--- config.mk ---
export PLATFORM = sky130hd
export DESIGN_NAME = asrm_host
export DESIGN_NICKNAME = d
export VERILOG_FILES = /design/src/rtl/asrm_pkg.sv /design/src/rtl/asrm_host.sv /design/src/rtl/asrm_sync.sv
export SDC_FILE = /design/constraint.sdc
export NUM_CORES = 1
export LEC_CHECK = 0
export ABC_CLOCK_PERIOD_IN_PS = 6200
export BUFFER_PORTS_ARGS = -buffer_cell sky130_fd_sc_hd__clkbuf_2
export CELL_PAD_IN_SITES_DETAIL_PLACEMENT = 2
export CELL_PAD_IN_SITES_GLOBAL_PLACEMENT = 2
export CORE_ASPECT_RATIO = 1.2
export CORE_UTILIZATION = 36
export DETAILED_ROUTE_END_ITERATION = 12
export PLACE_DENSITY = 0.92
export SETUP_SLACK_MARGIN = 0.2
export SYNTH_ARGS = -nofsm -noshare
export SYNTH_HDL_FRONTEND = slang
export SYNTH_SLANG_ARGS = --single-unit
--- constraint.sdc ---
create_clock -name sys_clk -period 6.2 [get_ports sys_clk]
set_input_delay 0.31 -clock sys_clk [delete_from_list [all_inputs] [get_ports sys_clk]]
set_output_delay 0.31 -clock sys_clk [all_outputs]
set_load 0.005 [all_outputs]
--- src/rtl/asrm_pkg.sv ---
package asrm_pkg;
  // pin widths of the largest macro shape, 256 words x 32 bits
  localparam int unsigned DATA_W       = 32;
  localparam int unsigned ADDR_W       = 8;
  localparam int unsigned DEPTH_MIN    = 8;
  localparam int unsigned DEPTH_MAX    = 256;
  localparam int unsigned DEPTH_STEP   = 4;
  localparam int unsigned CNT_W        = 3;

  // clock and worst-case macro timing, in picoseconds
  localparam int unsigned CLK_PERIOD_PS = 20000;
  localparam int unsigned T_ACC_PS      = 24260;  // slowest address/select access time
  localparam int unsigned T_WP_PS       = 7210;   // longest write pulse width
  localparam int unsigned T_AS_PS       = 1550;   // longest address setup
  localparam int unsigned T_AH_PS       = 2160;   // address hold after pulse
  localparam int unsigned T_DH_PS       = 6190;   // data hold after pulse

  // least times round up, never below one cycle
  localparam int unsigned ACC_CYC_I = (T_ACC_PS + CLK_PERIOD_PS - 1) / CLK_PERIOD_PS;
  localparam int unsigned WP_CYC_I  = (T_WP_PS + CLK_PERIOD_PS - 1) / CLK_PERIOD_PS;
  localparam int unsigned AS_CYC_I  = (T_AS_PS + CLK_PERIOD_PS - 1) / CLK_PERIOD_PS;
  localparam int unsigned HLD_PS    = (T_AH_PS > T_DH_PS) ? T_AH_PS : T_DH_PS;
  localparam int unsigned HLD_CYC_I = (HLD_PS + CLK_PERIOD_PS - 1) / CLK_PERIOD_PS;
  // read data crosses three flops before it is trusted
  localparam int unsigned SYNC_CYC  = 3;

  localparam logic [CNT_W-1:0] ACC_CYC = CNT_W'((ACC_CYC_I < 1) ? 1 : ACC_CYC_I);
  localparam logic [CNT_W-1:0] WP_CYC  = CNT_W'((WP_CYC_I < 1) ? 1 : WP_CYC_I);
  localparam logic [CNT_W-1:0] AS_CYC  = CNT_W'((AS_CYC_I < 1) ? 1 : AS_CYC_I);
  localparam logic [CNT_W-1:0] HLD_CYC = CNT_W'((HLD_CYC_I < 1) ? 1 : HLD_CYC_I);
  localparam logic [CNT_W-1:0] RD_CYC  = CNT_W'(((ACC_CYC_I < 1) ? 1 : ACC_CYC_I) + SYNC_CYC);

  // idle pin levels
  localparam logic SP_RW_IDLE = 1'b1;  // read level, so no stray write edge

  // sequencer states, one-hot
  typedef enum logic [5:0] {
    ST_IDLE   = 6'b00_0001,
    ST_SETUP  = 6'b00_0010,
    ST_PULSE  = 6'b00_0100,
    ST_HOLD   = 6'b00_1000,
    ST_ACCESS = 6'b01_0000,
    ST_DONE   = 6'b10_0000
  } asrm_state_t;
endpackage : asrm_pkg

--- src/rtl/asrm_host.sv ---
// Summary of operation
// - single-port read: select high, read level
// - single-port write: select held, read/write pulsed low
// - single-port write: read/write low, select pulsed
// - dual-port read: select and read enable high
// - dual-port write: select held, write enable pulsed
// - dual-port write: write enable held, select pulsed
// - never read and write same dual-port address
`timescale 1ns/1ps
module asrm_host
  import asrm_pkg::*;
(
  // clock and reset
  input  wire logic              sys_clk,
  input  wire logic              rstn,
  // command from user logic
  input  wire logic              cmd_valid,
  output logic                   cmd_ready,
  input  wire logic              cmd_dual,
  input  wire logic              cmd_rd,
  input  wire logic              cmd_wr,
  input  wire logic              cmd_method2,
  input  wire logic [ADDR_W-1:0] cmd_raddr,
  input  wire logic [ADDR_W-1:0] cmd_waddr,
  input  wire logic [DATA_W-1:0] cmd_wdata,
  // answer to user logic
  output logic                   rsp_done,
  output logic                   rsp_err,
  output logic      [DATA_W-1:0] rsp_rdata,
  // single-port macro pins
  output logic                   sp_cs,
  output logic                   sp_rw,
  output logic      [ADDR_W-1:0] shared_address,
  output logic      [DATA_W-1:0] sp_write_data_in,
  input  wire logic [DATA_W-1:0] sp_read_data_out,
  // dual-port macro pins
  output logic                   dp_cs,
  output logic                   dp_rd,
  output logic                   dp_wr,
  output logic      [ADDR_W-1:0] fetch_address,
  output logic      [ADDR_W-1:0] store_address,
  output logic      [DATA_W-1:0] dp_write_data_in,
  input  wire logic [DATA_W-1:0] dp_read_data_out
);
  asrm_state_t       state_r;
  asrm_state_t       state_nxt;
  logic [CNT_W-1:0]  cnt_r;
  logic              dual_r;
  logic              do_rd_r;
  logic              do_wr_r;
  logic              m2_r;
  logic              bad_cmd;
  logic              cnt_zero;
  logic [DATA_W-1:0] sp_rd_sync;
  logic [DATA_W-1:0] dp_rd_sync;
  logic              sp_settled;
  logic              dp_settled;
  logic              rd_settled;
  logic              dual_e;
  logic              rd_e;
  logic              m2_e;

  // read data from each macro is asynchronous to sys_clk
  asrm_sync #(.W(DATA_W)) u_sp_sync (
    .sys_clk  (sys_clk),
    .rstn     (rstn),
    .async_in (sp_read_data_out),
    .sync_out (sp_rd_sync),
    .settled  (sp_settled)
  );

  asrm_sync #(.W(DATA_W)) u_dp_sync (
    .sys_clk  (sys_clk),
    .rstn     (rstn),
    .async_in (dp_read_data_out),
    .sync_out (dp_rd_sync),
    .settled  (dp_settled)
  );

  // refuse empty commands, a combined single-port access, an overlapped access to one word,
  // and addresses past the deepest macro shape
  always_comb begin
    bad_cmd = 1'b0;
    if (!cmd_rd && !cmd_wr) bad_cmd = 1'b1;
    if (!cmd_dual && cmd_rd && cmd_wr) bad_cmd = 1'b1;
    if (cmd_dual && cmd_rd && cmd_wr && (cmd_raddr == cmd_waddr)) bad_cmd = 1'b1;
    if ((32'(cmd_raddr) >= DEPTH_MAX) || (32'(cmd_waddr) >= DEPTH_MAX)) bad_cmd = 1'b1;
  end

  assign cnt_zero   = (cnt_r == '0);
  assign rd_settled = dual_r ? dp_settled : sp_settled;

  // on the take edge the latches still hold the previous command, so the pins
  // follow the incoming one; otherwise a stale mode drives a stray strobe
  assign dual_e = (state_r == ST_IDLE) ? cmd_dual : dual_r;
  assign rd_e   = (state_r == ST_IDLE) ? cmd_rd : do_rd_r;
  assign m2_e   = (state_r == ST_IDLE) ? (cmd_method2 && !(cmd_dual && cmd_rd)) : m2_r;

  // sequencer: setup, write pulse, hold, then read access
  always_comb begin
    state_nxt = state_r;
    case (state_r)
      ST_IDLE: begin
        if (cmd_valid && !bad_cmd) state_nxt = ST_SETUP;
      end
      ST_SETUP: begin
        if (cnt_zero) state_nxt = do_wr_r ? ST_PULSE : ST_ACCESS;
      end
      ST_PULSE: begin
        if (cnt_zero) state_nxt = ST_HOLD;
      end
      ST_HOLD: begin
        // read only after the write has closed, so no forwarding is needed
        if (cnt_zero) state_nxt = do_rd_r ? ST_ACCESS : ST_DONE;
      end
      ST_ACCESS: begin
        if (cnt_zero && rd_settled) state_nxt = ST_DONE;
      end
      ST_DONE: begin
        state_nxt = ST_IDLE;
      end
      default: begin
        state_nxt = ST_IDLE;
      end
    endcase
  end

  always_ff @(posedge sys_clk) begin
    if (!rstn) state_r <= ST_IDLE;
    else       state_r <= state_nxt;
  end

  // wait counter, loaded on each state entry
  always_ff @(posedge sys_clk) begin
    if (!rstn) begin
      cnt_r <= '0;
    end else if (state_nxt != state_r) begin
      case (state_nxt)
        ST_SETUP:  cnt_r <= AS_CYC - CNT_W'(1);
        ST_PULSE:  cnt_r <= WP_CYC - CNT_W'(1);
        ST_HOLD:   cnt_r <= HLD_CYC - CNT_W'(1);
        ST_ACCESS: cnt_r <= RD_CYC - CNT_W'(1);
        default:   cnt_r <= '0;
      endcase
    end else if (!cnt_zero) begin
      cnt_r <= cnt_r - CNT_W'(1);
    end
  end

  // latch the command; method 2 cannot pulse select while a read holds it high
  always_ff @(posedge sys_clk) begin
    if (!rstn) begin
      dual_r  <= 1'b0;
      do_rd_r <= 1'b0;
      do_wr_r <= 1'b0;
      m2_r    <= 1'b0;
    end else if (state_r == ST_IDLE && cmd_valid && !bad_cmd) begin
      dual_r  <= cmd_dual;
      do_rd_r <= cmd_rd;
      do_wr_r <= cmd_wr;
      m2_r    <= cmd_method2 && !(cmd_dual && cmd_rd);
    end
  end

  // addresses and write data held stable from setup through hold
  always_ff @(posedge sys_clk) begin
    if (!rstn) begin
      shared_address   <= '0;
      fetch_address    <= '0;
      store_address    <= '0;
      sp_write_data_in <= '0;
      dp_write_data_in <= '0;
    end else if (state_r == ST_IDLE && cmd_valid && !bad_cmd) begin
      if (cmd_dual) begin
        fetch_address    <= cmd_raddr;
        store_address    <= cmd_waddr;
        dp_write_data_in <= cmd_wdata;
      end else begin
        shared_address   <= cmd_wr ? cmd_waddr : cmd_raddr;
        sp_write_data_in <= cmd_wdata;
      end
    end
  end

  // single-port pins; outside a command select is low, the wait state
  always_ff @(posedge sys_clk) begin
    if (!rstn) begin
      sp_cs <= 1'b0;
      sp_rw <= SP_RW_IDLE;
    end else if (dual_e || state_nxt == ST_IDLE || state_nxt == ST_DONE) begin
      sp_cs <= 1'b0;
      sp_rw <= SP_RW_IDLE;
    end else if (rd_e) begin
      sp_cs <= 1'b1;
      sp_rw <= 1'b1;
    end else if (m2_e) begin
      sp_rw <= 1'b0;
      sp_cs <= (state_nxt == ST_PULSE);
    end else begin
      sp_cs <= 1'b1;
      sp_rw <= (state_nxt != ST_PULSE);
    end
  end

  // dual-port pins; falling edge of the closing pulse stores the word
  always_ff @(posedge sys_clk) begin
    if (!rstn) begin
      dp_cs <= 1'b0;
      dp_rd <= 1'b0;
      dp_wr <= 1'b0;
    end else if (!dual_e || state_nxt == ST_IDLE || state_nxt == ST_DONE) begin
      dp_cs <= 1'b0;
      dp_rd <= 1'b0;
      dp_wr <= 1'b0;
    end else if (m2_e) begin
      dp_rd <= 1'b0;
      dp_wr <= 1'b1;
      dp_cs <= (state_nxt == ST_PULSE);
    end else begin
      dp_cs <= 1'b1;
      dp_rd <= rd_e;
      dp_wr <= do_wr_r && (state_nxt == ST_PULSE);
    end
  end

  // answer side; read data taken only from the settled synchroniser
  always_ff @(posedge sys_clk) begin
    if (!rstn) begin
      cmd_ready <= 1'b0;
      rsp_done  <= 1'b0;
      rsp_err   <= 1'b0;
      rsp_rdata <= '0;
    end else begin
      cmd_ready <= (state_nxt == ST_IDLE) && !(state_r == ST_IDLE && cmd_valid);
      rsp_done  <= (state_nxt == ST_DONE);
      rsp_err   <= (state_r == ST_IDLE) && cmd_valid && bad_cmd;
      if (state_r == ST_ACCESS && state_nxt == ST_DONE) begin
        rsp_rdata <= dual_r ? dp_rd_sync : sp_rd_sync;
      end
    end
  end
endmodule : asrm_host

--- src/rtl/asrm_sync.sv ---
`timescale 1ns/1ps
module asrm_sync #(
  parameter int unsigned W = 32
) (
  // clock and reset
  input  wire logic         sys_clk,
  input  wire logic         rstn,
  // asynchronous word in, settled word out
  input  wire logic [W-1:0] async_in,
  output logic      [W-1:0] sync_out,
  output logic              settled
);
  logic [W-1:0] s1_r;
  logic [W-1:0] s2_r;
  logic [W-1:0] s3_r;

  // three stages; only the second stage reads the first
  always_ff @(posedge sys_clk) begin
    if (!rstn) begin
      s1_r <= '0;
      s2_r <= '0;
      s3_r <= '0;
    end else begin
      s1_r <= async_in;
      s2_r <= s1_r;
      s3_r <= s2_r;
    end
  end

  // word counts once the second and third stages agree
  assign sync_out = s3_r;
  assign settled  = (s2_r == s3_r);
endmodule : asrm_sync

# [Yosys cells after proc, flatten, opt, wreduce, memory -nomap -nowiden]
# Index checks and enable logic that the tools add are counted.
[word_totals] ff_bits=333 input_bits=119 output_inout_bits=128
[op_classes] addsub=1 eq_ne=15 n_mux=24 bitwise=2 reduce_logical=33
[ops] operator="32-bit equality test" count=2
[ops] operator="6-bit 2-to-1 mux" count=6
[ops] operator="32-bit 2-to-1 mux" count=1
[ops] operator="6-bit one-hot mux with 5 select lines" count=1
[ops] operator="1-bit logical AND" count=15
[ops] operator="6-bit by 1-bit equality test with 1-bit output, second input constant" count=2
[ops] operator="6-bit by 3-bit equality test with 1-bit output, second input constant" count=2
[ops] operator="6-bit by 5-bit equality test with 1-bit output, second input constant" count=2
[ops] operator="1-bit 2-to-1 mux" count=11
[ops] operator="3-bit 2-to-1 mux" count=3
[ops] operator="8-bit equality test" count=1
[ops] operator="8-bit 2-to-1 mux" count=1
[ops] operator="1-bit logical NOT" count=7
[ops] operator="6-bit by 2-bit equality test with 1-bit output, second input constant" count=1
[ops] operator="6-bit by 4-bit equality test with 1-bit output, second input constant" count=1
[ops] operator="6-bit equality test, second input constant" count=1
[ops] operator="6-bit by 3-bit != test with 1-bit output, second input constant" count=1
[ops] operator="6-bit != test" count=1
[ops] operator="3-bit OR reduction" count=2
[ops] operator="5-bit 2-to-1 mux" count=1
[ops] operator="1-bit logical OR" count=4
[ops] operator="2-bit AND reduction" count=2
[ops] operator="2-bit OR reduction" count=2
[ops] operator="3-bit logical NOT" count=1
[ops] operator="3 further kinds" count=4

# [Logic depth before layout (Yosys ltp)]
# Gate-level depths: netlist of the first run.
[depth] depth_word=13 mapped_depth=12

# [Modules after synthesis]
# From an unflattened synthesis of the first run, not the netlist that was laid out.
[hier_totals] cells_unflattened=1155 hier_area_um2=11922.7
[by_module_without_submodules] module="asrm_host" n_inst=1 cells_per_inst=665 area_each_um2=6084.6
[by_module_without_submodules] module="asrm_sync" n_inst=2 cells_per_inst=245 area_each_um2=2919.0

# [Least setup slack after synthesis of the first run]
# OpenSTA, ideal clock, no wires.
[synth_path] kind="register to register" from="register cnt_r[0]" to="register rsp_rdata[15]" setup_ns=0.145 arrival_time_ns=1.828 required_ns=6.055 slack_ns=4.227 path_stages_with_launch=12 path_buffers=3 period_less_slack_ns=1.973 path_cell_list="dfxtp_1 inv_1 ha_1 nor2b_1 buf_4 nand3_1 nor2_1 nand4_1 a21oi_2 buf_4 buf_2 a211oi_1"
[synth_between] elab_chain_len=6 word_cells_on_any_way=9 classes_between="eq/ne: 1; mux: 5; reduce/logical: 3"
[synth_lines] element="start, declared" line="asrm_host.sv:47" source="logic [CNT_W-1:0] cnt_r;"
[synth_lines] element="start signal, assigned" line="asrm_host.sv:139" source="ST_SETUP: cnt_r <= AS_CYC - CNT_W'(1);"
[synth_lines] element="start signal, assigned" line="asrm_host.sv:140" source="ST_PULSE: cnt_r <= WP_CYC - CNT_W'(1);"
[synth_lines] element="start signal, assigned" line="asrm_host.sv:141" source="ST_HOLD: cnt_r <= HLD_CYC - CNT_W'(1);"
[synth_lines] element="3-bit logical NOT (*)" line="asrm_host.sv:90" source="assign cnt_zero = (cnt_r == '0);"
[synth_lines] element="1-bit logical AND" line="asrm_host.sv:117" source="if (cnt_zero && rd_settled) state_nxt = ST_DONE;"
[synth_lines] element="6-bit 2-to-1 mux" line="asrm_host.sv:117"
[synth_lines] element="6-bit one-hot mux with 5 select lines (*)" line="asrm_host.sv:102" source="case (state_r)"
[synth_lines] element="6-bit equality test (*)" line="asrm_host.sv:237" source="if (state_r == ST_ACCESS && state_nxt == ST_DONE) begin"
[synth_lines] element="1-bit logical AND (*)" line="asrm_host.sv:237"
[synth_lines] element="end signal, assigned" line="asrm_host.sv:238" source="rsp_rdata <= dual_r ? dp_rd_sync : sp_rd_sync;"
[synth_lines] element="end, declared" line="asrm_host.sv:29" source="output logic [DATA_W-1:0] rsp_rdata,"
# Every way passes the cells marked *; elsewhere a longest branch is shown, timed or not.
# A chain may end at the register's enable or synchronous reset.

# [Worst setup path in the final report of the first run]
# Ends and elaborated chain as after synthesis.

==> flow_summary.html, run 1 <==
<table>
<tr><th>Metric</th><th>Value</th></tr>
<tr><th colspan="2">Outcome</th></tr>
<tr><td>Outcome</td><td>finished, final reports clean</td></tr>
<tr><th colspan="2">Die</th></tr>
<tr><td>Starting utilization of the core area</td><td>0.364</td></tr>
<tr><td>Total die area</td><td>33300 um^2</td></tr>
<tr><td>Core area</td><td>roughly 32000 um^2</td></tr>
<tr><td>Vert. Die Dim</td><td>200 um</td></tr>
<tr><td>Number of I/O pins</td><td>around 250</td></tr>
<tr><td>Horizontal extent of the die</td><td>167 um</td></tr>
<tr><td>Cell Rows</td><td>72</td></tr>
<tr><th colspan="2">Synthesis</th></tr>
<tr><td>Warning count from the yosys run</td><td>0</td></tr>
<tr><td>Mean area per synthesized cell</td><td>just over 10 um^2</td></tr>
<tr><td>Portion of the post-synthesis area used by sequential elements</td><td>0.569</td></tr>
<tr><td>Post-synthesis instance area</td><td>between 10000 and 15000 um^2</td></tr>
<tr><td>Yosys top cell by area</td><td>sky130_fd_sc_hd__dfxtp_1</td></tr>
<tr><td>Cell variety after synth</td><td>48</td></tr>
<tr><td>Flops &amp; latches, synth</td><td>approximately 330</td></tr>
<tr><td>Biggest area contributors in the synthesized netlist</td><td>sky130_fd_sc_hd__dfxtp_1 57%, sky130_fd_sc_hd__and2_1 10%, sky130_fd_sc_hd__xnor2_1 5.4%</td></tr>
<tr><td>Gate count of the mapped netlist</td><td>between 1000 and 1500</td></tr>
<tr><td>Post-Synthesis Net Count</td><td>1284</td></tr>
<tr><td>Post-synth top area share</td><td>0.569</td></tr>
<tr><th colspan="2">STA</th></tr>
<tr><td>Pins Over Slew Limit</td><td>0</td></tr>
<tr><td>Final Cycle Share</td><td>0.597</td></tr>
<tr><td>Max-Slew Margin vs Limit</td><td>0.200</td></tr>
<tr><td>Min cycle time layout</td><td>3.70 ns</td></tr>
<tr><td>Setup repair after global routing missed its margin</td><td>false</td></tr>
<tr><td>Hold Vio Cnt, Final</td><td>0</td></tr>
<tr><td>Tightest hold margin</td><td>approximately 0.012 ns</td></tr>
<tr><td>Final worst slack</td><td>2.50 ns</td></tr>
<tr><td>Highest clock rate</td><td>about 0.27 GHz</td></tr>
<tr><td>Worst-Margin Slew</td><td>approximately 1.2 ns</td></tr>
<tr><td>Sum of negative setup slack</td><td>0 ns</td></tr>
<tr><td>Count of final setup violators</td><td>0</td></tr>
<tr><td>Clock skew after layout</td><td>0.0287 ns</td></tr>
<tr><th colspan="2">Pwr</th></tr>
<tr><td>Total power per unit cell area</td><td>approximately 340 nW/um^2</td></tr>
<tr><td>Static Leakage</td><td>between 5 and 6 nW</td></tr>
<tr><td>Largest voltage drop on the vdd net</td><td>~200 uV</td></tr>
<tr><th colspan="2">Route</th></tr>
<tr><td>Number of detailed-routing iterations run before antenna repair</td><td>4</td></tr>
<tr><td>Count of routing violations after the opening detailed-route iteration</td><td>slightly above 400</td></tr>
<tr><td>Antenna Violating Nets Remaining</td><td>0</td></tr>
<tr><td>Avg Vias per Cell</td><td>around 5.1</td></tr>
<tr><td>Via Count</td><td>about 9400</td></tr>
<tr><td>Routed wirelength normalized by instance count</td><td>23.8 um</td></tr>
<tr><td>Overall routed net length</td><td>44100 um</td></tr>
<tr><td>Number of design rule violations left after detail routing</td><td>0</td></tr>
<tr><th colspan="2">Cells and area</th></tr>
<tr><td>Share of post-route cells with drive strength above 1</td><td>0.251</td></tr>
<tr><td>Relative area change from synthesis to final layout</td><td>25.8%</td></tr>
<tr><td>Net total in the final layout</td><td>about 1500</td></tr>
<tr><td>Final Non-Filler Cells</td><td>between 1500 and 2000</td></tr>
<tr><td>Total non-filler cell area in the finished layout</td><td>around 15000 um^2</td></tr>
<tr><th colspan="2">Global route</th></tr>
<tr><td>Initial antenna violation count</td><td>1</td></tr>
<tr><td>First-pass GRT wire length</td><td>between 60000 and 70000 um</td></tr>
<tr><td>Maximum number of pins on one net before global-route repair</td><td>roughly 160</td></tr>
<tr><td>Number of global-route vias before repair</td><td>approximately 11000</td></tr>
<tr><td>Grt total ovfl</td><td>0</td></tr>
<tr><td>GRT Overall Usage</td><td>0.266</td></tr>
<tr><th colspan="2">Clock tree</th></tr>
<tr><td>Setup fix buffers added after clock tree synthesis</td><td>0</td></tr>
<tr><td>Root Buffer Master</td><td>sky130_fd_sc_hd__clkbuf_16</td></tr>
<tr><td>Deepest clock path buffer count</td><td>3</td></tr>
<tr><td>Number of buffers added by the clock tree synthesis step</td><td>35</td></tr>
<tr><td>Insertion delay to the later sink of the worst-skew pair</td><td>roughly 0.54 ns</td></tr>
<tr><td>CTS HTree Levels</td><td>2</td></tr>
<tr><td>Post-CTS resize count</td><td>0</td></tr>
<tr><td>TritonCTS clock tree</td><td>done</td></tr>
<tr><td>Clock-pin transition on the worst setup and hold timing paths</td><td>roughly 0.060 ns</td></tr>
<tr><td>Clock tree sinks</td><td>333</td></tr>
<tr><th colspan="2">Job</th></tr>
<tr><td>Max-cap check violation count</td><td>0</td></tr>
<tr><th colspan="2">Worst setup path</th></tr>
<tr><td>Crit path from</td><td>cnt_r[0]</td></tr>
<tr><td>Critical Path Sink Type</td><td>flop</td></tr>
<tr><td>Worst r2r src</td><td>cnt_r[0]</td></tr>
<tr><td>Worst-path fanout max</td><td>34</td></tr>
<tr><td>End of the worst register-to-register path</td><td>rsp_rdata[15]</td></tr>
<tr><td>Timing endpoint of the critical path</td><td>rsp_rdata[15]</td></tr>
<tr><td>Worst endpoint data arrival time</td><td>4.12 ns</td></tr>
<tr><td>Reg2Reg Setup Slack</td><td>2.50 ns</td></tr>
<tr><td>Worst R2R Path Depth</td><td>10</td></tr>
<tr><td>Data required time of the worst path</td><td>~6.6 ns</td></tr>
<tr><td>Worst Setup Start Kind</td><td>flop</td></tr>
<tr><td>Worst setup path class</td><td>reg -&gt; reg</td></tr>
<tr><th colspan="2">Placement</th></tr>
<tr><td>Final RePlAce weighted congestion</td><td>between 0.7 and 0.8</td></tr>
<tr><td>Dpl cell area</td><td>13200 um^2</td></tr>
<tr><td>Number of buffer cells added on primary ports</td><td>between 200 and 250</td></tr>
<tr><td>Post-placement setup slack</td><td>roughly 2.7 ns</td></tr>
<tr><td>Number of cells after detailed placement</td><td>approximately 1800</td></tr>
<tr><td>Half-perimeter wire length after detailed placement</td><td>around 27000 um</td></tr>
<tr><th colspan="2">Hold path</th></tr>
<tr><td>Worst min-delay path category</td><td>in -&gt; reg</td></tr>
</table>
## area by class of cell
class                      count  area, um^2
antenna                        1        2.50
clock buffer                  46         967
clock inverter                18         226
fill                        3335       17400
inverter                       6        25.0
multi-input combinational    753        4670
sequential                   333        6670
tap                          407         509
timing repair buffer         292        1680
## registers in the layout, indices dropped and copies added (netlist names), 3 cells and up
signal	cells
rsp_rdata	32
store_address	8
cnt_r	3
sp_write_data_in	32
u_dp_sync.s2_r	32
state_r	6
u_sp_sync.s1_r	32
u_dp_sync.s1_r	32
shared_address	8
u_sp_sync.s2_r	32
fetch_address	8
u_sp_sync.sync_out	32
u_dp_sync.sync_out	32
dp_write_data_in	32
## what timing repair did
item / in CTS / in global routing
endpoints found under the setup margin: 0 / 0
endpoints found under the hold margin: 39 / 0
hold buffers: 39 / 0
## worst max-delay path, stage by stage (launching register included)
cell and delay (ns):
sky130_fd_sc_hd__dfxtp_1 0.31, sky130_fd_sc_hd__inv_1 0.13, sky130_fd_sc_hd__ha_1 0.22, sky130_fd_sc_hd__nor2b_1 0.61
sky130_fd_sc_hd__nand3_1 0.19, sky130_fd_sc_hd__nor2_1 0.18, sky130_fd_sc_hd__nand4_1 0.19, sky130_fd_sc_hd__a21oi_4 0.80
sky130_fd_sc_hd__buf_4 0.51, sky130_fd_sc_hd__nor2_1 0.13, sky130_fd_sc_hd__a211oi_1 0.31
## cells in the final DEF (no fill, tap or decap), types with 14 or more instances in the layout
cell type and n:
sky130_fd_sc_hd__nand2_1 156, sky130_fd_sc_hd__and2_1 193, sky130_fd_sc_hd__a21oi_2 14, sky130_fd_sc_hd__dlygate4sd3_1 39, sky130_fd_sc_hd__dfxtp_1 332, sky130_fd_sc_hd__nand4_1 21, sky130_fd_sc_hd__a21oi_1 72, sky130_fd_sc_hd__xnor2_1 72
sky130_fd_sc_hd__a211oi_1 27, sky130_fd_sc_hd__nor2_1 66, sky130_fd_sc_hd__clkbuf_16 35, sky130_fd_sc_hd__clkbuf_2 245, sky130_fd_sc_hd__a211oi_2 16, sky130_fd_sc_hd__mux2i_1 46
## where the power goes
| part | internal, mW | switching, mW | leakage, nW | total [mW] |
|---|---|---|---|---|
| combinational | 0.185 | 0.275 | 2.61 | 0.460 |
| sequential | 2.23 | 0.0643 | 2.72 | 2.29 |
| clock | 1.32 | 0.925 | 0.598 | 2.24 |
| total | 3.73 | 1.26 | 5.93 | 4.99 |
## stage by stage
stage / utilization / total power, mW
after floorplan: - / 2.58
after global placement: 0.409 / 2.71
after detailed placement: 0.409 / 2.75
after CTS: 0.458 / 5.00
after global routing: 0.459 / 5.16
final: 0.459 / 4.99
## per-layer routing
metal	GRT usage	wire [um]	part of all wire
met5	0	0	0
met4	0.120	1870	0.042
met3	0.0489	1950	0.044
met2	0.528	24000	0.54
met1	0.268	16300	0.37
## cell families after synthesis
logic type,synth area share
adder cells (fa/ha/maj),0.00214
multiplexers,0.0403
buffers and inverters,0.0330
XOR/XNOR,0.0553
flip-flops,0.569
AND/OR/NAND/NOR,0.214
AO/OA/AOI/OAI,0.0863
## how the worst min path moves through the flow
stage	cells after the start	from	slack [ns]	end
floorplan	1	u_dp_sync.s1_r[0]	0.41	u_dp_sync.s2_r[0]
global placement	1	u_sp_sync.s1_r[8]	0.42	u_sp_sync.s2_r[8]
detailed placement	1	u_sp_sync.s1_r[4]	0.42	u_sp_sync.s2_r[4]
CTS	2	sp_read_data_out[14]	0.0008	u_sp_sync.s1_r[14]
global route	2	sp_read_data_out[19]	0.009	u_sp_sync.s1_r[19]
finish	2	sp_read_data_out[13]	0.01	u_sp_sync.s1_r[13]
## synthesized netlist by cell type (all sizes together)
master / instances
mux2: 1
nor2b: 3
buf: 26
xor2: 2
nor3: 10
o22ai: 1
a211oi: 43
o21a: 1
nor3b: 4
o21ai: 6
a21boi: 1
and2b: 1
nor4: 2
dfxtp: 333
a21oi: 87
a21o: 2
a2bb2oi: 1
xnor2: 72
nand3: 9
a2111o: 1
and2: 194
inv: 6
clkbuf: 45
nor4b: 1
nand2: 166
mux2i: 46
nor2: 67
o22a: 1
and3: 2
nand2b: 3
nand4: 22
ha: 2
a211o: 1
a32oi: 1
(Power assumes the default switching activity.)
==> run 2, diff against run 1 <==
--- a/config.mk
+++ b/config.mk
@@ -5,14 +5,14 @@
 export SDC_FILE = /design/constraint.sdc
 export NUM_CORES = 1
 export LEC_CHECK = 0
-export ABC_CLOCK_PERIOD_IN_PS = 6200
+export ABC_CLOCK_PERIOD_IN_PS = 3800
 export BUFFER_PORTS_ARGS = -buffer_cell sky130_fd_sc_hd__clkbuf_2
 export CELL_PAD_IN_SITES_DETAIL_PLACEMENT = 2
 export CELL_PAD_IN_SITES_GLOBAL_PLACEMENT = 2
 export CORE_ASPECT_RATIO = 1.2
-export CORE_UTILIZATION = 36
+export CORE_UTILIZATION = 34
 export DETAILED_ROUTE_END_ITERATION = 12
-export PLACE_DENSITY = 0.92
+export PLACE_DENSITY = 0.88
 export SETUP_SLACK_MARGIN = 0.2
 export SYNTH_ARGS = -nofsm -noshare
 export SYNTH_HDL_FRONTEND = slang
==> constraint.sdc (replaced) <==
create_clock -name sys_clk -period 3.8 [get_ports sys_clk]
set_input_delay 0.19 -clock sys_clk [delete_from_list [all_inputs] [get_ports sys_clk]]
set_output_delay 0.19 -clock sys_clk [all_outputs]
set_load 0.005 [all_outputs]
==> flow_summary.html, run 2 (same netlist as run 1, synthesis figures left out) <==
<table>
<tr><th>Metric</th><th>Value</th></tr>
<tr><th colspan="2">Outcome</th></tr>
<tr><td>Outcome</td><td>finished, final reports clean</td></tr>
<tr><th colspan="2">STA</th></tr>
<tr><td>Final Cycle Share</td><td>0.802 (+0.204)</td></tr>
<tr><td>Worst-Margin Slew</td><td>0.757 ns (-0.442 ns)</td></tr>
<tr><td>Highest clock rate</td><td>0.328 GHz (+22%)</td></tr>
<tr><td>Clock skew after layout</td><td>0.0241 ns (-0.00466 ns)</td></tr>
<tr><td>Tightest hold margin</td><td>0.0630 ns (+0.0506 ns)</td></tr>
<tr><td>Max-Slew Margin vs Limit</td><td>0.495 (+0.295)</td></tr>
<tr><td>Final worst slack</td><td>0.754 ns (-1.74 ns)</td></tr>
<tr><td>Hold Vio Cnt, Final</td><td>0 (unchanged)</td></tr>
<tr><td>Pins Over Slew Limit</td><td>0 (unchanged)</td></tr>
<tr><td>Setup repair after global routing missed its margin</td><td>false</td></tr>
<tr><td>Sum of negative setup slack</td><td>0 ns (unchanged)</td></tr>
<tr><td>Min cycle time layout</td><td>3.05 ns (-0.657 ns)</td></tr>
<tr><td>Count of final setup violators</td><td>0 (unchanged)</td></tr>
<tr><th colspan="2">Cells and area</th></tr>
<tr><td>Area used by sequential logic in the layout</td><td>6670 um^2 (unchanged)</td></tr>
<tr><td>Fillers</td><td>3523 (+5.6%)</td></tr>
<tr><td>Net total in the final layout</td><td>1618 (+4.9%)</td></tr>
<tr><td>Leading cell type in the layout, fill and taps excluded</td><td>sky130_fd_sc_hd__dfxtp_1</td></tr>
<tr><td>Relative area change from synthesis to final layout</td><td>32.7%</td></tr>
<tr><td>Share of post-route cells with drive strength above 1</td><td>0.238 (-0.0132)</td></tr>
<tr><td>Area taken by multi-input logic gates</td><td>4670 um^2 (unchanged)</td></tr>
<tr><td>Most used cells in the layout excluding fill and tap cells</td><td>332 x sky130_fd_sc_hd__dfxtp_1, 245 x sky130_fd_sc_hd__clkbuf_2, 193 x sky130_fd_sc_hd__and2_1</td></tr>
<tr><td>Final Non-Filler Cells</td><td>1976 (+6.5%)</td></tr>
<tr><td>Number of antenna repair diodes</td><td>0 (-1)</td></tr>
<tr><th colspan="2">Die</th></tr>
<tr><td>Core area</td><td>34000 um^2 (+5.7%)</td></tr>
<tr><td>Vert. Die Dim</td><td>205 um (+2.9%)</td></tr>
<tr><td>Horizontal extent of the die</td><td>171 um (+2.9%)</td></tr>
<tr><td>Total die area</td><td>35200 um^2 (+5.8%)</td></tr>
<tr><td>Starting utilization of the core area</td><td>0.345 (-0.0195)</td></tr>
<tr><td>Number of I/O pins</td><td>247 (unchanged)</td></tr>
<tr><td>Cell Rows</td><td>74 (+2.8%)</td></tr>
<tr><th colspan="2">Clock tree</th></tr>
<tr><td>Root Buffer Master</td><td>sky130_fd_sc_hd__clkbuf_16</td></tr>
<tr><td>Clock tree sinks</td><td>333 (unchanged)</td></tr>
<tr><td>Setup fix buffers added after clock tree synthesis</td><td>0 (unchanged)</td></tr>
<tr><td>CTS HTree Levels</td><td>2 (unchanged)</td></tr>
<tr><td>TritonCTS clock tree</td><td>done</td></tr>
<tr><td>Hold_buf cts</td><td>113 (+190%)</td></tr>
<tr><td>Deepest clock path buffer count</td><td>3 (unchanged)</td></tr>
<tr><td>Clock-pin transition on the worst setup and hold timing paths</td><td>0.06 ns (about the same)</td></tr>
<tr><td>Post-CTS resize count</td><td>0 (unchanged)</td></tr>
<tr><td>Insertion delay to the later sink of the worst-skew pair</td><td>0.53 ns (about the same)</td></tr>
<tr><td>Number of buffers added by the clock tree synthesis step</td><td>35 (unchanged)</td></tr>
<tr><th colspan="2">Placement</th></tr>
<tr><td>Number of buffer cells added on primary ports</td><td>246 (unchanged)</td></tr>
<tr><td>Final RePlAce weighted congestion</td><td>0.804 (+0.73%)</td></tr>
<tr><td>Post-placement setup slack</td><td>0.971 ns (-1.75 ns)</td></tr>
<tr><td>Half-perimeter wire length after detailed placement</td><td>27300 um (+0.84%)</td></tr>
<tr><td>Number of cells after detailed placement</td><td>1803 (+2.9%)</td></tr>
<tr><th colspan="2">Worst setup path</th></tr>
<tr><td>Worst setup path class</td><td>reg -&gt; reg</td></tr>
<tr><td>Worst Setup Start Kind</td><td>flop</td></tr>
<tr><td>Worst-path fanout max</td><td>58 (+71%)</td></tr>
<tr><td>End of the worst register-to-register path</td><td>rsp_rdata[1]</td></tr>
<tr><td>Critical Path Sink Type</td><td>flop</td></tr>
<tr><td>Worst R2R Path Depth</td><td>10 (unchanged)</td></tr>
<tr><td>Data required time of the worst path</td><td>4.20 ns (-2.42 ns)</td></tr>
<tr><td>Worst r2r src</td><td>cnt_r[0]</td></tr>
<tr><td>Reg2Reg Setup Slack</td><td>0.75 ns (-1.74 ns)</td></tr>
<tr><td>Worst endpoint data arrival time</td><td>3.44 ns (-0.68 ns)</td></tr>
<tr><th colspan="2">Route</th></tr>
<tr><td>Routed wirelength normalized by instance count</td><td>24.3 um (+2.0%)</td></tr>
<tr><td>Count of routing violations after the opening detailed-route iteration</td><td>392 (-5.5%)</td></tr>
<tr><td>Number of detailed-routing iterations run before antenna repair</td><td>4 (unchanged)</td></tr>
<tr><td>Via Count</td><td>9631 (+2.7%)</td></tr>
<tr><td>Antenna Violating Nets Remaining</td><td>0 (unchanged)</td></tr>
<tr><td>Number of design rule violations left after detail routing</td><td>0 (unchanged)</td></tr>
<tr><td>Overall routed net length</td><td>47900 um (+8.6%)</td></tr>
<tr><td>Avg Vias per Cell</td><td>4.87 (-3.5%)</td></tr>
<tr><th colspan="2">Pwr</th></tr>
<tr><td>Total power per unit cell area</td><td>524 nW/um^2 (+55%)</td></tr>
<tr><td>Largest voltage drop on the vdd net</td><td>443 uV (+130%)</td></tr>
<tr><td>Tot Pwr</td><td>8.15 mW (+63%)</td></tr>
<tr><td>Static Leakage</td><td>6.23 nW (+5.1%)</td></tr>
<tr><th colspan="2">Global route</th></tr>
<tr><td>Maximum number of pins on one net before global-route repair</td><td>101 (-38%)</td></tr>
<tr><td>Grt total ovfl</td><td>0 (unchanged)</td></tr>
<tr><td>GRT Overall Usage</td><td>0.275 (+0.00870)</td></tr>
<tr><td>Initial antenna violation count</td><td>0 (-1)</td></tr>
<tr><td>First-pass GRT wire length</td><td>70800 um (+6.7%)</td></tr>
<tr><td>Number of global-route vias before repair</td><td>11200 (+5.3%)</td></tr>
<tr><th colspan="2">Hold path</th></tr>
<tr><td>Worst hold path cell count</td><td>3 (+1)</td></tr>
<tr><td>Worst-case hold path end point</td><td>dual_r</td></tr>
<tr><td>Worst min-delay path category</td><td>in -&gt; reg</td></tr>
<tr><td>Hold Path Origin</td><td>cmd_dual</td></tr>
<tr><th colspan="2">Job</th></tr>
<tr><td>Max-cap check violation count</td><td>0 (unchanged)</td></tr>
</table>
[run 2: cell types whose count changed in the layout (fill, tap and decap cells not counted)]
cell | previous run | this run
sky130_fd_sc_hd__bufinv_16 | 5 | 3
sky130_fd_sc_hd__clkbuf_8 | 5 | 8
sky130_fd_sc_hd__clkinv_2 | 10 | 4
sky130_fd_sc_hd__clkinv_4 | 0 | 1
sky130_fd_sc_hd__dlygate4sd3_1 | 39 | 113
sky130_fd_sc_hd__buf_12 | 0 | 2
sky130_fd_sc_hd__diode_2 | 1 | 0
[run 2: layout make-up]
class,instances,share of cell area
inverters,6,0.00161
well taps,456,0.0367
multi-input cells,753,0.301
clock buffers,49,0.0649
flip-flops and latches,333,0.429
clock inverters,11,0.00934
repair buffers,368,0.158
[run 2: worst max path at each step]
stage / startpoint / end / slack (ns) / cells past startpoint
floorplan: cnt_r[0] / rsp_rdata[15] / 1.83 / 11
global placement: cnt_r[0] / rsp_rdata[28] / 1.23 / 10
detailed placement: cnt_r[0] / rsp_rdata[26] / 0.97 / 10
CTS: cnt_r[0] / rsp_rdata[1] / 0.91 / 10
global route: cnt_r[0] / rsp_rdata[1] / 0.48 / 10
finish: cnt_r[0] / rsp_rdata[1] / 0.75 / 10
[run 2: metrics by stage]
stage / instance area [um^2] / utilization
after floorplan: 11700 / -
after global placement: 13300 / 0.390
after detailed placement: 13300 / 0.390
after CTS: 15500 / 0.458
after global routing: 15500 / 0.458
final: 15500 / 0.458
[run 2: per-layer routing]
metal,part of all wire,GRT usage,up-vias
met5,0,0,-
met4,0.049,0.136,0
met3,0.050,0.0494,125
met2,0.54,0.528,329
met1,0.36,0.280,4722
li1,-,-,4455
[run 2: where the power goes]
part	internal [mW]	switching [mW]
Combinational	0.355	0.473
Clock	2.06	1.51
Sequential	3.63	0.109
Total	6.05	2.09
[run 2: worst max-delay path, stage by stage (launching register included)]
cell,delay (ns)
sky130_fd_sc_hd__dfxtp_1,0.30
sky130_fd_sc_hd__inv_1,0.11
sky130_fd_sc_hd__ha_1,0.21
sky130_fd_sc_hd__nor2b_1,0.56
sky130_fd_sc_hd__nand3_1,0.17
sky130_fd_sc_hd__nor2_1,0.18
sky130_fd_sc_hd__nand4_1,0.17
sky130_fd_sc_hd__a21oi_4,0.39
sky130_fd_sc_hd__buf_12,0.32
sky130_fd_sc_hd__nor2_1,0.10
sky130_fd_sc_hd__a211oi_1,0.38
==> run 3, diff against run 2 <==
--- a/config.mk
+++ b/config.mk
@@ -5,14 +5,15 @@
 export SDC_FILE = /design/constraint.sdc
 export NUM_CORES = 1
 export LEC_CHECK = 0
-export ABC_CLOCK_PERIOD_IN_PS = 3800
+export ABC_AREA = 1
+export ABC_CLOCK_PERIOD_IN_PS = 3160
 export BUFFER_PORTS_ARGS = -buffer_cell sky130_fd_sc_hd__clkbuf_2
 export CELL_PAD_IN_SITES_DETAIL_PLACEMENT = 2
 export CELL_PAD_IN_SITES_GLOBAL_PLACEMENT = 2
 export CORE_ASPECT_RATIO = 1.2
-export CORE_UTILIZATION = 34
+export CORE_UTILIZATION = 31
 export DETAILED_ROUTE_END_ITERATION = 12
-export PLACE_DENSITY = 0.88
+export PLACE_DENSITY = 0.86
 export SETUP_SLACK_MARGIN = 0.2
 export SYNTH_ARGS = -nofsm -noshare
 export SYNTH_HDL_FRONTEND = slang
==> constraint.sdc (replaced) <==
create_clock -name sys_clk -period 3.16 [get_ports sys_clk]
set_input_delay 0.158 -clock sys_clk [delete_from_list [all_inputs] [get_ports sys_clk]]
set_output_delay 0.158 -clock sys_clk [all_outputs]
set_load 0.005 [all_outputs]
==> flow_summary.html, run 3 <==
<table>
<tr><th>Metric</th><th>Value</th></tr>
<tr><th colspan="2">Die</th></tr>
<tr><td>Cell Rows</td><td>78 (+5.4%)</td></tr>
<tr><td>Number of I/O pins</td><td>247 (unchanged)</td></tr>
<tr><td>Starting utilization of the core area</td><td>0.316 (-0.0291)</td></tr>
<tr><td>Total die area</td><td>39400 um^2 (+12%)</td></tr>
<tr><td>Horizontal extent of the die</td><td>181 um (+5.7%)</td></tr>
<tr><td>Vert. Die Dim</td><td>217 um (+5.7%)</td></tr>
<tr><td>Core area</td><td>37900 um^2 (+11%)</td></tr>
<tr><th colspan="2">Clock tree</th></tr>
<tr><td>Clock-pin transition on the worst setup and hold timing paths</td><td>0.06 ns (about the same)</td></tr>
<tr><td>Root Buffer Master</td><td>sky130_fd_sc_hd__clkbuf_16</td></tr>
<tr><td>Clock tree sinks</td><td>333 (unchanged)</td></tr>
<tr><td>Post-CTS resize count</td><td>0 (unchanged)</td></tr>
<tr><td>Deepest clock path buffer count</td><td>3 (unchanged)</td></tr>
<tr><td>CTS HTree Levels</td><td>2 (unchanged)</td></tr>
<tr><td>TritonCTS clock tree</td><td>done</td></tr>
<tr><td>Insertion delay to the later sink of the worst-skew pair</td><td>0.53 ns (about the same)</td></tr>
<tr><td>Number of buffers added by the clock tree synthesis step</td><td>37 (+5.7%)</td></tr>
<tr><th colspan="2">Worst setup path</th></tr>
<tr><td>End of the worst register-to-register path</td><td>shared_address[0]</td></tr>
<tr><td>Crit path from</td><td>cmd_raddr[1]</td></tr>
<tr><td>Worst Setup Start Kind</td><td>input pin</td></tr>
<tr><td>Crit path depth</td><td>14 (+4)</td></tr>
<tr><td>Cells traversed along the worst timing path</td><td>dlygate4sd3_1 -&gt; clkbuf_2 -&gt; inv_1 -&gt; nand2_1 -&gt; nand2_1 -&gt; nand2_1 -&gt; nor2_1 -&gt; nand3_1 -&gt; nand3_4 -&gt; nor2_4 -&gt; buf_4 -&gt; o21ai_0 -&gt; a31oi_1 -&gt; dlygate4sd3_1</td></tr>
<tr><td>Worst R2R Path Depth</td><td>9 (-1)</td></tr>
<tr><td>Worst endpoint data arrival time</td><td>3.22 ns (-0.22 ns)</td></tr>
<tr><td>Most common cell type on the critical path</td><td>sky130_fd_sc_hd__nand2_1</td></tr>
<tr><td>Kind of cell adding the most delay to the critical path</td><td>buffers and inverters</td></tr>
<tr><td>Worst setup path class</td><td>in -&gt; reg</td></tr>
<tr><td>Timing endpoint of the critical path</td><td>shared_address[0]</td></tr>
<tr><td>Worst-path fanout max</td><td>38 (-34%)</td></tr>
<tr><td>Reg2Reg Setup Slack</td><td>0.44 ns (-0.31 ns)</td></tr>
<tr><td>Worst r2r src</td><td>state_r[3]</td></tr>
<tr><td>Worst stage delay on the critical path</td><td>0.56 ns (about the same)</td></tr>
<tr><td>Data required time of the worst path</td><td>3.63 ns (-0.57 ns)</td></tr>
<tr><td>Number of buffers and inverters on the critical path</td><td>5 (+3)</td></tr>
<tr><td>Crit path max-delay cell type</td><td>sky130_fd_sc_hd__dlygate4sd3_1</td></tr>
<tr><td>Critical Path Sink Type</td><td>flop</td></tr>
<tr><th colspan="2">Pwr</th></tr>
<tr><td>Static Leakage</td><td>8.20 nW (+32%)</td></tr>
<tr><td>Largest voltage drop on the vdd net</td><td>337 uV (-24%)</td></tr>
<tr><td>Total power per unit cell area</td><td>631 nW/um^2 (+20%)</td></tr>
<tr><th colspan="2">Synthesis</th></tr>
<tr><td>Yosys top cell by area</td><td>sky130_fd_sc_hd__dfxtp_1</td></tr>
<tr><td>Post-Synthesis Net Count</td><td>1602 (+25%)</td></tr>
<tr><td>Most frequent cells after synthesis</td><td>388 x sky130_fd_sc_hd__nand2_1, 333 x sky130_fd_sc_hd__dfxtp_1, 224 x sky130_fd_sc_hd__inv_1, 123 x sky130_fd_sc_hd__nor2_1, 67 x sky130_fd_sc_hd__xnor2_1</td></tr>
<tr><td>Flops &amp; latches, synth</td><td>333 (unchanged)</td></tr>
<tr><td>Portion of the post-synthesis area used by sequential elements</td><td>0.558 (-0.0113)</td></tr>
<tr><td>Top flip-flop cell by instance count after synthesis</td><td>sky130_fd_sc_hd__dfxtp_1</td></tr>
<tr><td>Warning count from the yosys run</td><td>0 (unchanged)</td></tr>
<tr><td>Post-synth top area share</td><td>0.558 (-0.0113)</td></tr>
<tr><td>Count of flip-flops with a built-in enable after synthesis</td><td>0 (unchanged)</td></tr>
<tr><td>Biggest area contributors in the synthesized netlist</td><td>sky130_fd_sc_hd__dfxtp_1 56%, sky130_fd_sc_hd__nand2_1 12%, sky130_fd_sc_hd__inv_1 7.0%</td></tr>
<tr><td>Mean area per synthesized cell</td><td>8.07 um^2 (-20%)</td></tr>
<tr><td>Dominant cell by count in the synthesized netlist</td><td>sky130_fd_sc_hd__nand2_1</td></tr>
<tr><td>Post-synthesis instance area</td><td>12000 um^2 (+2.0%)</td></tr>
<tr><td>Gate count of the mapped netlist</td><td>1481 (+27%)</td></tr>
<tr><td>Share of flip-flops with an asynchronous set or reset</td><td>0 (unchanged)</td></tr>
<tr><td>Cell variety after synth</td><td>34 (-29%)</td></tr>
<tr><th colspan="2">Route</th></tr>
<tr><td>Overall routed net length</td><td>47200 um (-1.6%)</td></tr>
<tr><td>Via Count</td><td>11100 (+15%)</td></tr>
<tr><td>Number of design rule violations left after detail routing</td><td>0 (unchanged)</td></tr>
<tr><td>Count of routing violations after the opening detailed-route iteration</td><td>417 (+6.4%)</td></tr>
<tr><td>Routed wirelength normalized by instance count</td><td>20.3 um (-16%)</td></tr>
<tr><td>Avg Vias per Cell</td><td>4.75 (-2.5%)</td></tr>
<tr><td>Antenna Violating Nets Remaining</td><td>0 (unchanged)</td></tr>
<tr><td>Number of detailed-routing iterations run before antenna repair</td><td>4 (unchanged)</td></tr>
<tr><th colspan="2">Placement</th></tr>
<tr><td>Final RePlAce weighted congestion</td><td>0.801 (-0.34%)</td></tr>
<tr><td>Number of buffer cells added on primary ports</td><td>246 (unchanged)</td></tr>
<tr><td>Half-perimeter wire length after detailed placement</td><td>26000 um (-4.5%)</td></tr>
<tr><td>Dpl cell area</td><td>13500 um^2 (+2.1%)</td></tr>
<tr><th colspan="2">STA</th></tr>
<tr><td>Sum of negative setup slack</td><td>0 ns (unchanged)</td></tr>
<tr><td>Worst-Margin Slew</td><td>0.910 ns (+0.153 ns)</td></tr>
<tr><td>Pins Over Slew Limit</td><td>0 (unchanged)</td></tr>
<tr><td>Hold Vio Cnt, Final</td><td>0 (unchanged)</td></tr>
<tr><td>Max-Slew Margin vs Limit</td><td>0.393 (-0.102)</td></tr>
<tr><td>Setup repair after global routing missed its margin</td><td>false</td></tr>
<tr><td>Highest clock rate</td><td>about 0.36 GHz</td></tr>
<tr><td>Min cycle time layout</td><td>between 2 and 3 ns</td></tr>
<tr><td>Clock skew after layout</td><td>0.0215 ns (-0.00257 ns)</td></tr>
<tr><td>Count of final setup violators</td><td>0 (unchanged)</td></tr>
<tr><td>Final Cycle Share</td><td>0.869</td></tr>
<tr><th colspan="2">Global route</th></tr>
<tr><td>Grt total ovfl</td><td>0 (unchanged)</td></tr>
<tr><td>Maximum number of pins on one net before global-route repair</td><td>133 (+32%)</td></tr>
<tr><td>First-pass GRT wire length</td><td>72500 um (+2.4%)</td></tr>
<tr><td>Number of global-route vias before repair</td><td>12800 (+14%)</td></tr>
<tr><td>GRT Overall Usage</td><td>0.238 (-0.0372)</td></tr>
<tr><td>Initial antenna violation count</td><td>1 (+1)</td></tr>
<tr><th colspan="2">Job</th></tr>
<tr><td>Max-cap check violation count</td><td>0 (unchanged)</td></tr>
<tr><th colspan="2">Cells and area</th></tr>
<tr><td>Relative area change from synthesis to final layout</td><td>33.2%</td></tr>
<tr><td>Fillers</td><td>4209 (+19%)</td></tr>
<tr><td>Leading cell type in the layout, fill and taps excluded</td><td>sky130_fd_sc_hd__nand2_1</td></tr>
<tr><td>Share of post-route cells with drive strength above 1</td><td>0.187 (-0.0507)</td></tr>
<tr><td>Most used cells in the layout excluding fill and tap cells</td><td>388 x sky130_fd_sc_hd__nand2_1, 333 x sky130_fd_sc_hd__dfxtp_1, 245 x sky130_fd_sc_hd__clkbuf_2</td></tr>
<tr><td>Net total in the final layout</td><td>1940 (+20%)</td></tr>
<tr><td>Total non-filler cell area in the finished layout</td><td>15900 um^2 (+2.4%)</td></tr>
<tr><th colspan="2">Hold path</th></tr>
<tr><td>Worst min-delay path category</td><td>in -&gt; reg</td></tr>
<tr><th colspan="2">Outcome</th></tr>
<tr><td>Outcome</td><td>finished, final reports clean</td></tr>
</table>
[run 3: changes by cell type after synthesis, sizes merged, moves of 5 or more]
cell    before  now
nand2      166  391
inv          6  226
and2       194    0
o21ai        6   86
nor2        67  130
mux2i       46    0
nand3        9   54
a211oi      43    2
a31oi        0   36
a21oi       87   66
nand4       22    6
nor3        10    3
xnor2       72   67
[run 3: worst min path at each step]
stage,cells past startpoint,start,end
after global routing,5,cmd_valid,rsp_err
after floorplan,2,dp_read_data_out[0],u_dp_sync.s1_r[0]
after CTS,3,cmd_raddr[7],shared_address[7]
final,3,cmd_raddr[7],shared_address[7]
after detailed placement,3,sp_read_data_out[17],u_sp_sync.s1_r[17]
after global placement,3,sp_read_data_out[19],u_sp_sync.s1_r[19]
[run 3: report_power, final]
part	leakage [nW]	switching, mW	internal (mW)
Sequential	2.72	0.121	4.38
Clock	0.616	1.83	2.64
Combinational	4.86	0.670	0.409
Total	8.20	2.62	7.43
[run 3: metrics by stage]
step	setup slack, ns	total power, mW	utilization	std cells	hold slack [ns]
CTS	0.457	10.1	0.421	2326	0.0153
floorplan	1.48	5.12	-	1481	0.256
global route	0.231	10.4	0.421	2327	0.0400
global placement	0.816	5.43	0.358	2146	0.343
detailed placement	0.651	5.50	0.358	2146	0.348
finish	0.414	10.1	0.421	2327	0.0607
[run 3: repair_timing]
item / 4_1_cts / 5_1_grt
setup endpoints to repair: 0 / 0
setup buffers: 0 / 0
hold endpoints to repair: 146 / 0
hold buffers: 114 / 0
[run 3: final cells by class]
class                   instances  area (um^2)  area share
repair buffers                372         2480       0.156
inverters                     228          857      0.0538
flip-flops and latches        333         6670       0.419
clock buffers                  50         1080      0.0676
clock inverters                16          164      0.0103
well taps                     480          601      0.0377
multi-input cells             847         4070       0.256
diodes                          1         2.50    0.000157
[run 3: worst register-to-register path, cell delays in order, from the launching register on]
cell and delay (ns):
sky130_fd_sc_hd__dfxtp_1 0.35, sky130_fd_sc_hd__nor2_2 0.20, sky130_fd_sc_hd__nand4_4 0.19, sky130_fd_sc_hd__nor2_4 0.18, sky130_fd_sc_hd__nand3_4 0.14, sky130_fd_sc_hd__nor2_4 0.30
sky130_fd_sc_hd__buf_4 0.44, sky130_fd_sc_hd__o21ai_0 0.16, sky130_fd_sc_hd__a31oi_1 0.18, sky130_fd_sc_hd__dlygate4sd3_1 0.56
[run 3: cells by family after synthesis]
group | count (synthesis) | share of synthesized area
AOI/OAI and AO/OA | 192 | 0.0851
xor gates and xnor gates | 67 | 0.0491
adders and majority gates | 2 | 0.00209
buffers and inverters | 301 | 0.102
DFF | 333 | 0.558
and+or+nand+nor | 586 | 0.204
[run 3: per-layer routing]
metal,up-vias,part of all wire,global-route usage
met3,123,0.039,0.0407
met5,-,0,0
met4,0,0.042,0.105
met2,317,0.55,0.477
li1,5183,-,-
met1,5430,0.36,0.234
